===== config.mk =====
export PLATFORM = sky130hd
export DESIGN_NAME = tbr_top
export DESIGN_NICKNAME = d
export VERILOG_FILES = /design/src/hw/tbr_pkg.sv /design/src/hw/tbr_sync.sv /design/src/hw/tbr_div.sv /design/src/hw/tbr_top.sv
export SDC_FILE = /design/constraint.sdc
export NUM_CORES = 1
export LEC_CHECK = 0
export BUFFER_PORTS_ARGS = -buffer_cell sky130_fd_sc_hd__buf_4
export CAP_MARGIN = 20
export CORE_ASPECT_RATIO = 0.7
export CORE_UTILIZATION = 55
export DETAILED_ROUTE_END_ITERATION = 8
export PLACE_DENSITY = 0.9
export SETUP_SLACK_MARGIN = 0.3
export SLEW_MARGIN = 15
export SYNTH_ARGS = -nofsm -noshare
export SYNTH_HDL_FRONTEND = slang
export SYNTH_SLANG_ARGS = --single-unit

===== constraint.sdc =====
create_clock -name ref_clk -period 2.35 [get_ports ref_clk]
set_clock_uncertainty 0.1 [all_clocks]
set_input_delay 0.3525 -clock ref_clk [delete_from_list [all_inputs] [get_ports ref_clk]]
set_output_delay 0.3525 -clock ref_clk [all_outputs]
set_load 0.05 [all_outputs]

===== src/hw/tbr_pkg.sv =====
// Overview of operation
// - Master 80 MHz from oscillator or loop.
// - 20 MHz is master divided by four.
// - 100 kHz is 20 MHz divided by 200.
// - Counters choose 80M, 20M or 100k source.
// - Analog timing uses 20M, optionally 100k.
// - Reference from bus lines, backplane clock, star.
// - Selected reference feeds the loop for timebases.
// - 10 MHz reference divided from oscillator always.
// - 10 MHz reference drivable onto any bus line.
// - Initiator drives reference; all boards select it.
// - Backplane clock chosen as reference by all.
// - Star line clock chosen as reference by targets.
// - Shared start trigger plus equal rates synchronise.
// - Bus terminals bidirectional with selectable output source.
// - Convert and output sample clocks driven inverted.
// - Bus inputs routable to all timing destinations.
// - Per destination polarity and edge/level choice.
// - Routing takes bus, terminal, star inputs; onboard signals only drive bus lines.
package tbr_pkg;

   localparam int BUS_LINES = 8;
   localparam int PFT_LINES = 6;
   localparam int NUM_SRC   = 25;
   localparam int NUM_DEST  = 25;
   localparam int NUM_CTR   = 2;

   localparam int MASTER_MHZ   = 80;
   localparam int TB20_MHZ     = 20;
   localparam int REF10_MHZ    = 10;
   localparam int DIV_20M      = MASTER_MHZ / TB20_MHZ;
   localparam int DIV_100K     = 200;
   localparam int REF10_HALF   = MASTER_MHZ / REF10_MHZ / 2;

   // Reference selection codes
   localparam logic [3:0] EXT_BUS0  = 4'h0;
   localparam logic [3:0] EXT_CLK10 = 4'h8;
   localparam logic [3:0] EXT_STAR  = 4'h9;

   // Counter source selection codes
   localparam logic [1:0] CSRC_80M  = 2'h0;
   localparam logic [1:0] CSRC_20M  = 2'h1;
   localparam logic [1:0] CSRC_100K = 2'h2;

   // Output source indices into the internal signal vector
   localparam int OSRC_AI_START   = 0;
   localparam int OSRC_AI_REF     = 1;
   localparam int OSRC_AI_CONV    = 2;
   localparam int OSRC_AI_SAMP    = 3;
   localparam int OSRC_AO_SAMP    = 4;
   localparam int OSRC_AO_START   = 5;
   localparam int OSRC_AO_PAUSE   = 6;
   localparam int OSRC_REF10      = 7;
   localparam int OSRC_CTR0       = 8;
   localparam int OSRC_CHANGE_DET = 16;
   localparam int OSRC_ANA_CMP    = 17;
   localparam int OSRC_FREQUENCY_OUTPUT   = 18;
   localparam int OSRC_PFT0       = 19;

   // Input source codes: 0..7 bus lines, 8..13 terminals, 14 star, 15 none
   localparam int ISRC_PFT0 = 8;
   localparam int ISRC_STAR = 14;

   // Destination indices
   localparam int DST_AI_CONV   = 0;
   localparam int DST_AI_SAMP   = 1;
   localparam int DST_AI_START  = 2;
   localparam int DST_AI_REF    = 3;
   localparam int DST_AI_TB     = 4;
   localparam int DST_AO_START  = 5;
   localparam int DST_AO_SAMP   = 6;
   localparam int DST_AO_TB     = 7;
   localparam int DST_AO_PAUSE  = 8;
   localparam int DST_CTR0      = 9;
   localparam int DST_DI_SAMP   = 23;
   localparam int DST_DO_SAMP   = 24;

   localparam logic RST_USE_PLL  = 1'b0;
   localparam logic RST_OE_N     = 1'b1;

   typedef enum logic [1:0] {
      TBR_RUN,
      TBR_WAIT_OLD,
      TBR_WAIT_NEW
   } tbr_sw_e;

   typedef struct packed {
      logic [3:0] sel;
      logic       invert;
      logic       edge_mode;
   } tbr_dest_cfg_s;

   typedef struct packed {
      logic       en;
      logic [4:0] sel;
   } tbr_bus_cfg_s;

   typedef struct packed {
      logic t80;
      logic t20;
      logic t100k;
   } tbr_tick_s;

endpackage


===== src/hw/tbr_sync.sv =====
`timescale 1ns/1ns
`default_nettype none
module tbr_sync
   import tbr_pkg::*;
#(
   parameter int W = 1
) (
   input  wire logic         ref_clk,
   input  wire logic         resetn,
   input  wire logic         ce,
   input  wire logic [W-1:0] pin,
   output logic      [W-1:0] q
);

   typedef struct packed {
      logic [W-1:0] s1;
      logic [W-1:0] s2;
      logic [W-1:0] s3;
      logic [W-1:0] q;
   } tbr_sync_st_s;

   tbr_sync_st_s r;
   tbr_sync_st_s nxt;

   // A bit moves only once the second and third stages agree
   always_comb begin
      nxt    = r;
      nxt.s1 = pin;
      nxt.s2 = r.s1;
      nxt.s3 = r.s2;
      nxt.q  = (r.s2 & r.s3) | (r.q & (r.s2 | r.s3));
   end

   always_ff @(posedge ref_clk or negedge resetn) begin
      if (!resetn) begin
         r <= '0;
      end else if (ce) begin
         r <= nxt;
      end
   end

   assign q = r.q;

endmodule
`default_nettype wire


===== src/hw/tbr_div.sv =====
`timescale 1ns/1ns
`default_nettype none
module tbr_div
   import tbr_pkg::*;
#(
   parameter int RATIO = 4
) (
   input  wire logic ref_clk,
   input  wire logic resetn,
   input  wire logic ce,
   input  wire logic tick_in,
   output logic      tick_out,
   output logic      level
);

   localparam int CW = $clog2(RATIO);
   localparam logic [CW-1:0] LAST = CW'(RATIO - 1);
   localparam logic [CW-1:0] HALF = CW'(RATIO / 2);

   typedef struct packed {
      logic [CW-1:0] cnt;
      logic          tick;
      logic          level;
   } tbr_div_st_s;

   tbr_div_st_s r;
   tbr_div_st_s nxt;

   always_comb begin
      nxt      = r;
      nxt.tick = 1'b0;
      if (tick_in) begin
         if (r.cnt == LAST) begin
            nxt.cnt  = '0;
            nxt.tick = 1'b1;
         end else begin
            nxt.cnt = r.cnt + CW'(1);
         end
         // Square wave: high for the first half of each period
         nxt.level = (nxt.cnt < HALF);
      end
   end

   always_ff @(posedge ref_clk or negedge resetn) begin
      if (!resetn) begin
         r <= '0;
      end else if (ce) begin
         r <= nxt;
      end
   end

   assign tick_out = r.tick;
   assign level    = r.level;

endmodule
`default_nettype wire


===== src/hw/tbr_top.sv =====
`timescale 1ns/1ns
`default_nettype none
module tbr_top
   import tbr_pkg::*;
(
   input  wire logic                          ref_clk,
   input  wire logic                          resetn,
   input  wire logic                          ce,
   // Pins from outside this clock domain
   input  wire logic                          osc_pin,
   input  wire logic                          pll_clk_pin,
   input  wire logic                          clk10_pin,
   input  wire logic                          star_pin,
   input  wire logic [PFT_LINES-1:0]          pft_i,
   input  wire logic [BUS_LINES-1:0]          bus_i,
   output logic      [BUS_LINES-1:0]          bus_o,
   output logic      [BUS_LINES-1:0]          bus_oe_n,
   // Onboard timing signals, same clock
   input  wire logic [NUM_SRC-1:0]            int_sig,
   // Configuration
   input  wire logic                          tb_src_pll,
   input  wire logic [3:0]                    ext_ref_sel,
   input  wire logic [NUM_CTR-1:0][1:0]       ctr_src_sel,
   input  wire logic                          ai_tb_slow,
   input  wire logic                          ao_tb_slow,
   input  wire tbr_bus_cfg_s [BUS_LINES-1:0]  bus_cfg,
   input  wire tbr_dest_cfg_s [NUM_DEST-1:0]  dest_cfg,
   // Results
   output logic                               pll_ref,
   output logic                               ref10_clk,
   output tbr_tick_s                          tb_tick,
   output logic      [NUM_CTR-1:0]            ctr_src_tick,
   output logic                               ai_timebase,
   output logic                               ao_timebase,
   output logic      [NUM_DEST-1:0]           dest_sig,
   output logic                               tb_on_pll,
   output logic                               tb_switching
);

   localparam int NPIN = 4 + PFT_LINES + BUS_LINES;

   typedef struct packed {
      tbr_sw_e                   sw;
      logic                      use_pll;
      logic                      osc_prev;
      logic                      pll_prev;
      logic                      tick80;
      logic                      switching;
      logic [NUM_CTR-1:0]        ctr_tick;
      logic                      ai_tb;
      logic                      ao_tb;
      logic                      pll_ref;
      logic [BUS_LINES-1:0]      bus_o;
      logic [BUS_LINES-1:0]      bus_oe_n;
      logic [NUM_DEST-1:0]       dest;
      logic [NUM_DEST-1:0]       prev;
   } tbr_top_st_s;

   tbr_top_st_s r;
   tbr_top_st_s nxt;

   logic [NPIN-1:0]      pin_s;
   logic                 osc_s;
   logic                 pll_s;
   logic                 clk10_s;
   logic                 star_s;
   logic [PFT_LINES-1:0] pft_s;
   logic [BUS_LINES-1:0] bus_s;
   logic                 t20;
   logic                 t100k;
   logic                 ref10;

   // All foreign-domain inputs share one synchroniser bank
   tbr_sync #(
      .W (NPIN)
   ) u_sync (
      .ref_clk (ref_clk),
      .resetn  (resetn),
      .ce      (ce),
      .pin     ({osc_pin, pll_clk_pin, clk10_pin, star_pin, pft_i, bus_i}),
      .q       (pin_s)
   );

   assign bus_s   = pin_s[BUS_LINES-1:0];
   assign pft_s   = pin_s[BUS_LINES +: PFT_LINES];
   assign star_s  = pin_s[BUS_LINES+PFT_LINES];
   assign clk10_s = pin_s[BUS_LINES+PFT_LINES+1];
   assign pll_s   = pin_s[BUS_LINES+PFT_LINES+2];
   assign osc_s   = pin_s[BUS_LINES+PFT_LINES+3];

   logic osc_edge;
   logic pll_edge;
   assign osc_edge = osc_s & ~r.osc_prev;
   assign pll_edge = pll_s & ~r.pll_prev;

   // 20 MHz from the master timebase
   tbr_div #(
      .RATIO (DIV_20M)
   ) u_div20 (
      .ref_clk  (ref_clk),
      .resetn   (resetn),
      .ce       (ce),
      .tick_in  (r.tick80),
      .tick_out (t20),
      .level    ()
   );

   // 100 kHz from the 20 MHz timebase
   tbr_div #(
      .RATIO (DIV_100K)
   ) u_div100k (
      .ref_clk  (ref_clk),
      .resetn   (resetn),
      .ce       (ce),
      .tick_in  (t20),
      .tick_out (t100k),
      .level    ()
   );

   // 10 MHz reference straight from the oscillator, whatever the timebase source
   tbr_div #(
      .RATIO (2 * REF10_HALF)
   ) u_div10 (
      .ref_clk  (ref_clk),
      .resetn   (resetn),
      .ce       (ce),
      .tick_in  (osc_edge),
      .tick_out (),
      .level    (ref10)
   );

   // Input source vector for the routing destinations
   logic [15:0] in_vec;
   // Output source vector toward the bus terminals
   logic [NUM_SRC-1:0] out_vec;

   always_comb begin
      in_vec = '0;
      in_vec[BUS_LINES-1:0] = bus_s;
      in_vec[ISRC_PFT0 +: PFT_LINES] = pft_s;
      in_vec[ISRC_STAR] = star_s;
   end

   always_comb begin
      out_vec = int_sig;
      out_vec[OSRC_REF10] = ref10;
      out_vec[OSRC_PFT0 +: PFT_LINES] = pft_s;
      // Convert and output sample clocks leave active low
      out_vec[OSRC_AI_CONV] = ~int_sig[OSRC_AI_CONV];
      out_vec[OSRC_AO_SAMP] = ~int_sig[OSRC_AO_SAMP];
   end

   always_comb begin
      logic raw;
      logic old_edge;
      logic new_edge;
      raw      = 1'b0;
      nxt      = r;
      nxt.osc_prev = osc_s;
      nxt.pll_prev = pll_s;
      old_edge = r.use_pll ? pll_edge : osc_edge;
      new_edge = r.use_pll ? osc_edge : pll_edge;

      // Master timebase with break-before-make switching
      nxt.tick80    = 1'b0;
      nxt.switching = 1'b0;
      case (r.sw)
         TBR_RUN: begin
            nxt.tick80 = old_edge;
            if (tb_src_pll != r.use_pll) begin
               nxt.sw        = TBR_WAIT_OLD;
               nxt.switching = 1'b1;
            end
         end
         TBR_WAIT_OLD: begin
            // Let the old source finish its current period, then mute
            nxt.switching = 1'b1;
            nxt.tick80    = old_edge;
            if (old_edge) begin
               nxt.sw = TBR_WAIT_NEW;
            end
         end
         TBR_WAIT_NEW: begin
            nxt.switching = 1'b1;
            // A new edge right behind the last old tick would make a runt; take the next one
            if (new_edge && !r.tick80) begin
               nxt.tick80  = 1'b1;
               nxt.use_pll = ~r.use_pll;
               nxt.sw      = TBR_RUN;
               nxt.switching = 1'b0;
            end
         end
         default: begin
            nxt.sw = TBR_RUN;
         end
      endcase

      // Reference for the external loop; the loop output returns on its pin
      case (ext_ref_sel)
         EXT_CLK10: nxt.pll_ref = clk10_s;
         EXT_STAR:  nxt.pll_ref = star_s;
         default: begin
            if (ext_ref_sel < EXT_CLK10) begin
               nxt.pll_ref = bus_s[ext_ref_sel[2:0]];
            end else begin
               nxt.pll_ref = 1'b0;
            end
         end
      endcase

      // Counter sources
      for (int c = 0; c < NUM_CTR; c++) begin
         case (ctr_src_sel[c])
            CSRC_80M:  nxt.ctr_tick[c] = r.tick80;
            CSRC_20M:  nxt.ctr_tick[c] = t20;
            CSRC_100K: nxt.ctr_tick[c] = t100k;
            default:   nxt.ctr_tick[c] = 1'b0;
         endcase
      end

      // Analog timebases
      nxt.ai_tb = ai_tb_slow ? t100k : t20;
      nxt.ao_tb = ao_tb_slow ? t100k : t20;

      // Bus terminals: drive when enabled, otherwise release
      for (int b = 0; b < BUS_LINES; b++) begin
         nxt.bus_oe_n[b] = ~bus_cfg[b].en;
         if (int'(bus_cfg[b].sel) < NUM_SRC) begin
            nxt.bus_o[b] = out_vec[bus_cfg[b].sel];
         end else begin
            nxt.bus_o[b] = 1'b0;
         end
      end

      // Destinations: polarity, then level or rising edge
      for (int d = 0; d < NUM_DEST; d++) begin
         raw = in_vec[dest_cfg[d].sel] ^ dest_cfg[d].invert;
         nxt.prev[d] = raw;
         if (dest_cfg[d].edge_mode) begin
            nxt.dest[d] = raw & ~r.prev[d];
         end else begin
            nxt.dest[d] = raw;
         end
      end
   end

   always_ff @(posedge ref_clk or negedge resetn) begin
      if (!resetn) begin
         r          <= '0;
         r.sw       <= TBR_RUN;
         r.use_pll  <= RST_USE_PLL;
         r.bus_oe_n <= {BUS_LINES{RST_OE_N}};
      end else if (ce) begin
         r <= nxt;
      end
   end

   assign bus_o        = r.bus_o;
   assign bus_oe_n     = r.bus_oe_n;
   assign pll_ref      = r.pll_ref;
   assign ref10_clk    = ref10;
   assign tb_tick      = '{t80: r.tick80, t20: t20, t100k: t100k};
   assign ctr_src_tick = r.ctr_tick;
   assign ai_timebase  = r.ai_tb;
   assign ao_timebase  = r.ao_tb;
   // Start trigger destinations are where a shared bus trigger lands
   assign dest_sig     = r.dest;
   assign tb_on_pll    = r.use_pll;
   assign tb_switching = r.switching;

endmodule
`default_nettype wire


==> impl_metrics.csv <==
group,metric,value,unit
routing,detail_route.vias_per_cell,6.40,
sta,final_max_slew_viol_count,0,
worst_setup_path,rr_endpoint,"r[20]$_DFFE_PN0P_",
floorplan,start_util,56.8,%
power_and_ir_drop,leakage,6.91,nW
synth,synth_top_family_by_area,"multiplexers",
sta,worst_pin_slew,0.684,ns
cells_and_area,fillCellCount,1491,
worst_setup_path,r2r-start,"u_sync.q[14]$_DFFE_PN0P_",
power_and_ir_drop,ir_drop,0.000632,V
cells_and_area,area_growth,25.5,%
synth,async_flop_share,100,%
power_and_ir_drop,clkPwrFrac,18.9,%
power_and_ir_drop,powerDensity,952,nW/µm²
sta,setup_slack,0.123,ns
worst_setup_path,cpMostUsedCell,"mux4_2",
routing,drtPass1Iterations,5,
worst_setup_path,endpoint_kind,"register",
worst_setup_path,slowest_delay,0.57,ns
sta,slew_headroom,54.4,%
grt,grt_pass1_vias,10600,
floorplan,fp.dieH,128,µm
worst_setup_path,cp-start-kind,"register",
routing,wirelength,38000,µm
worst_setup_path,cp_cell_sequence,"buf_12 -> mux4_2 -> mux4_2 -> xnor2_2 -> a21oi_1",
synth,synthTopCellsByCount,"dfrtp_1 (158), nand2_1 (111), mux4_2 (108)",
placement,gp_congestion,0.945,
worst_setup_path,cpLargestDelayFamily,"multiplexers",
worst_hold_path,min_from,"bus_cfg[17]",
synth,synth_cell_types,46,
placement,dpl_worst_slack,0.0987,ns
synth,synth_nets,1442,
worst_setup_path,critical_path.max_fanout,25,
grt,antenna_found_initial,1,
grt,grt_max_degree,139,
cts,root_buffer,"clkbuf_16",
cts,clk_latency,0.44,ns
synth,synth-compound-area-share,12.4,%
power_and_ir_drop,p_int,8.93,mW
synth,synthXorXnorAreaFrac,2.75,%
synth,synth_top_area_share,31.8,%
sta,min_period,2.23,ns
sta,rsz0062_at_grt,"yes",
placement,port_buffers,299,
floorplan,io_pins,307,
worst_setup_path,crit_type,"register to register",
cts,htreeDepth,4,
worst_setup_path,r2r_slack,0.12,ns
synth,yosysTopAreaCell,"dfrtp_1",
worst_setup_path,arrival,2.41,ns
routing,wire_per_inst,22.8,µm
floorplan,die_w,182,µm
worst_setup_path,path_buf_inv,1,
cells_and_area,drive_above_1_share,42.4,%
synth,yosys.cell_count.top_type,"dfrtp_1",
power_and_ir_drop,seqPwrFrac,29.1,%
routing,ant_nets,0,
routing,num_vias,10700,
routing,drc,0,
synth,synthTopCellsByArea,"dfrtp_1 (32%), mux4_2 (20%), mux2i_1 (7.2%)",
worst_setup_path,r2r_cells,5,
routing,drt_iter0_markers,977,
worst_setup_path,required,2.54,ns
cts,cts_sinks,166,
synth,synth.mux.area_fraction,32.8,%
sta,fmax,449,MHz
synth,yosys.area_share.adder,0.402,%
floorplan,rows,45,
synth,synthSimpleGateAreaFrac,10.1,%
synth,synth_ff_type,"dfrtp_1",
worst_setup_path,critical_path.slowest_cell,"mux4_2",
sta,hold_viol,0,
synth,synth_area,12400,µm²
synth,yosysWarnings,0,
sta,finalCritPeriodShare,94.8,%
run,maxCapViolCount,0,
cts,clk_path_buf_depth,2,
worst_hold_path,min_path_type,"primary input to register",
grt,grt_first_pass_wirelength,58700,µm
grt,grt.overflow.total,0,
cts,cts_made_buffers,17,
synth,netlist_instances,1183,
synth,synth_edf_count,0,
floorplan,core,21900,µm²
cts,clk_pin_slew,0.06,ns
floorplan,dieArea,23200,µm²
grt,grt.total_usage,33.3,%
power_and_ir_drop,p_comb_share,52.0,%
worst_hold_path,holdPathEnd,"bus_oe_n[2]$_DFFE_PN1P_",
sta,setup_violations,0,
run_status,outcome,"complete, no violations",
power_and_ir_drop,p_sw,5.93,mW
power_and_ir_drop,swShare,39.9,%
synth,syn_avg_cell_area,10.5,µm²
cts,cts_tree,"yes",
cells_and_area,layout.nets,1631,
synth,ys_ff_latch,166,
placement,dpl.hpwl,25800,µm
worst_hold_path,hold_depth,2,
sta,tns,0,ns
synth,synth_seq_area_share,33.5,%
-- layer usage --
metal | GRT usage [%] | routed length (µm)
met1 | 44.4 | 15000
met5 | 0 | 0
met2 | 52.4 | 17700
met4 | 15.4 | 1590
met3 | 7.56 | 3800
-- how the worst max path moves through the flow --
stage,start,end,cells after the start
after detailed placement,u_sync.q[6]$_DFFE_PN0P_,r[23]$_DFFE_PN0P_,5
final,u_sync.q[14]$_DFFE_PN0P_,r[20]$_DFFE_PN0P_,5
after global placement,u_sync.q[6]$_DFFE_PN0P_,r[23]$_DFFE_PN0P_,5
after floorplan,u_sync.q[14]$_DFFE_PN0P_,r[3]$_DFFE_PN0P_,5
after global routing,u_sync.q[14]$_DFFE_PN0P_,r[2]$_DFFE_PN0P_,5
after CTS,u_sync.q[14]$_DFFE_PN0P_,r[23]$_DFFE_PN0P_,5
-- registers in the layout (all words and copies together), names as in the netlist, 2 cells and up --
name and cells:
ctr_src_tick 2, u_sync.nxt 36, u_div10.r 3, r 29, u_div100k.r 8, bus_o 8
bus_oe_n 8, u_sync.q 18, dest_sig 25, u_div20.r 2, u_sync.r 18
-- layout make-up --
type	instances	area [µm²]	share of cell area, %
Antenna cell	1	2.50	0.0160
Tap cell	282	353	2.26
Sequential cell	166	4170	26.7
Clock buffer	22	464	2.97
Inverter	40	150	0.962
Timing Repair Buffer	345	2840	18.2
Multi-Input combinational cell	802	7500	48.1
Clock inverter	10	124	0.794
-- worst register-to-register path, cell delays in order (launching register included) --
cell and delay (ns):
dfrtp_2 0.44, buf_12 0.17, mux4_2 0.47, mux4_2 0.57
xnor2_2 0.22, a21oi_1 0.10
-- layout by cell type, fill, tap and decap left out, types with 8 or more instances in the layout --
cell and count:
a21o_1 11, a2111oi_0 8, and3_1 9, dfrtp_1 155
a22oi_1 9, o32ai_1 16, nand2_1 111, nor3_1 11
nor2_1 49, o21ai_0 102, buf_4 317, nor2b_1 20
o211ai_1 8, buf_12 18, a21oi_1 48, clkbuf_16 17
dfstp_2 8, nand3b_1 26, xnor2_2 18, nand4b_1 8
mux2_2 67, a221oi_1 8, o2bb2ai_1 20, and3b_1 8
dlygate4sd3_1 8, mux2i_1 89, mux4_2 108, inv_1 39
-- power groups by stage --
stage | Clock [mW] | Sequential [mW] | Combinational [mW]
finish | 2.81 | 4.32 | 7.72
global placement | 0 | 4.28 | 6.87
floorplan | 0 | 4.24 | 4.96
CTS | 2.85 | 4.29 | 7.47
global route | 2.96 | 4.42 | 8.14
detailed placement | 0 | 4.33 | 7.11
-- through the flow --
step / power (mW) / hold WS [ns] / area [µm²] / std cells / util [%]
global route: 15.5 / 0.0169 / 15600 / 1668 / 71.3
global placement: 11.1 / 0.248 / 14600 / 1617 / 66.7
floorplan: 9.20 / -0.0431 / 12500 / 1183 / -
detailed placement: 11.4 / 0.258 / 14600 / 1617 / 66.7
finish: 14.9 / 0.0259 / 15600 / 1668 / 71.3
CTS: 14.6 / 0.00390 / 15500 / 1665 / 70.9
-- kinds of logic (layout without fill, tap and decap cells) --
logic type	count (synthesis)	after routing
multiplexers	264	264
AND/OR/NAND/NOR	255	255
AO/OA/AOI/OAI	246	246
buffers and inverters	215	417
flip-flops	166	166
XOR/XNOR	33	33
adder cells (fa/ha/maj)	4	4
other	0	1
-- timing repair --
action                                  4_1_cts  5_1_grt
endpoints found under the setup margin       48       53
resized for setup                            27        7
buffers inserted                              8        2
hold buffers                                  8        0
endpoints found under the hold margin        48        0
pin swaps                                     7        8
(Power assumes the default switching activity.)
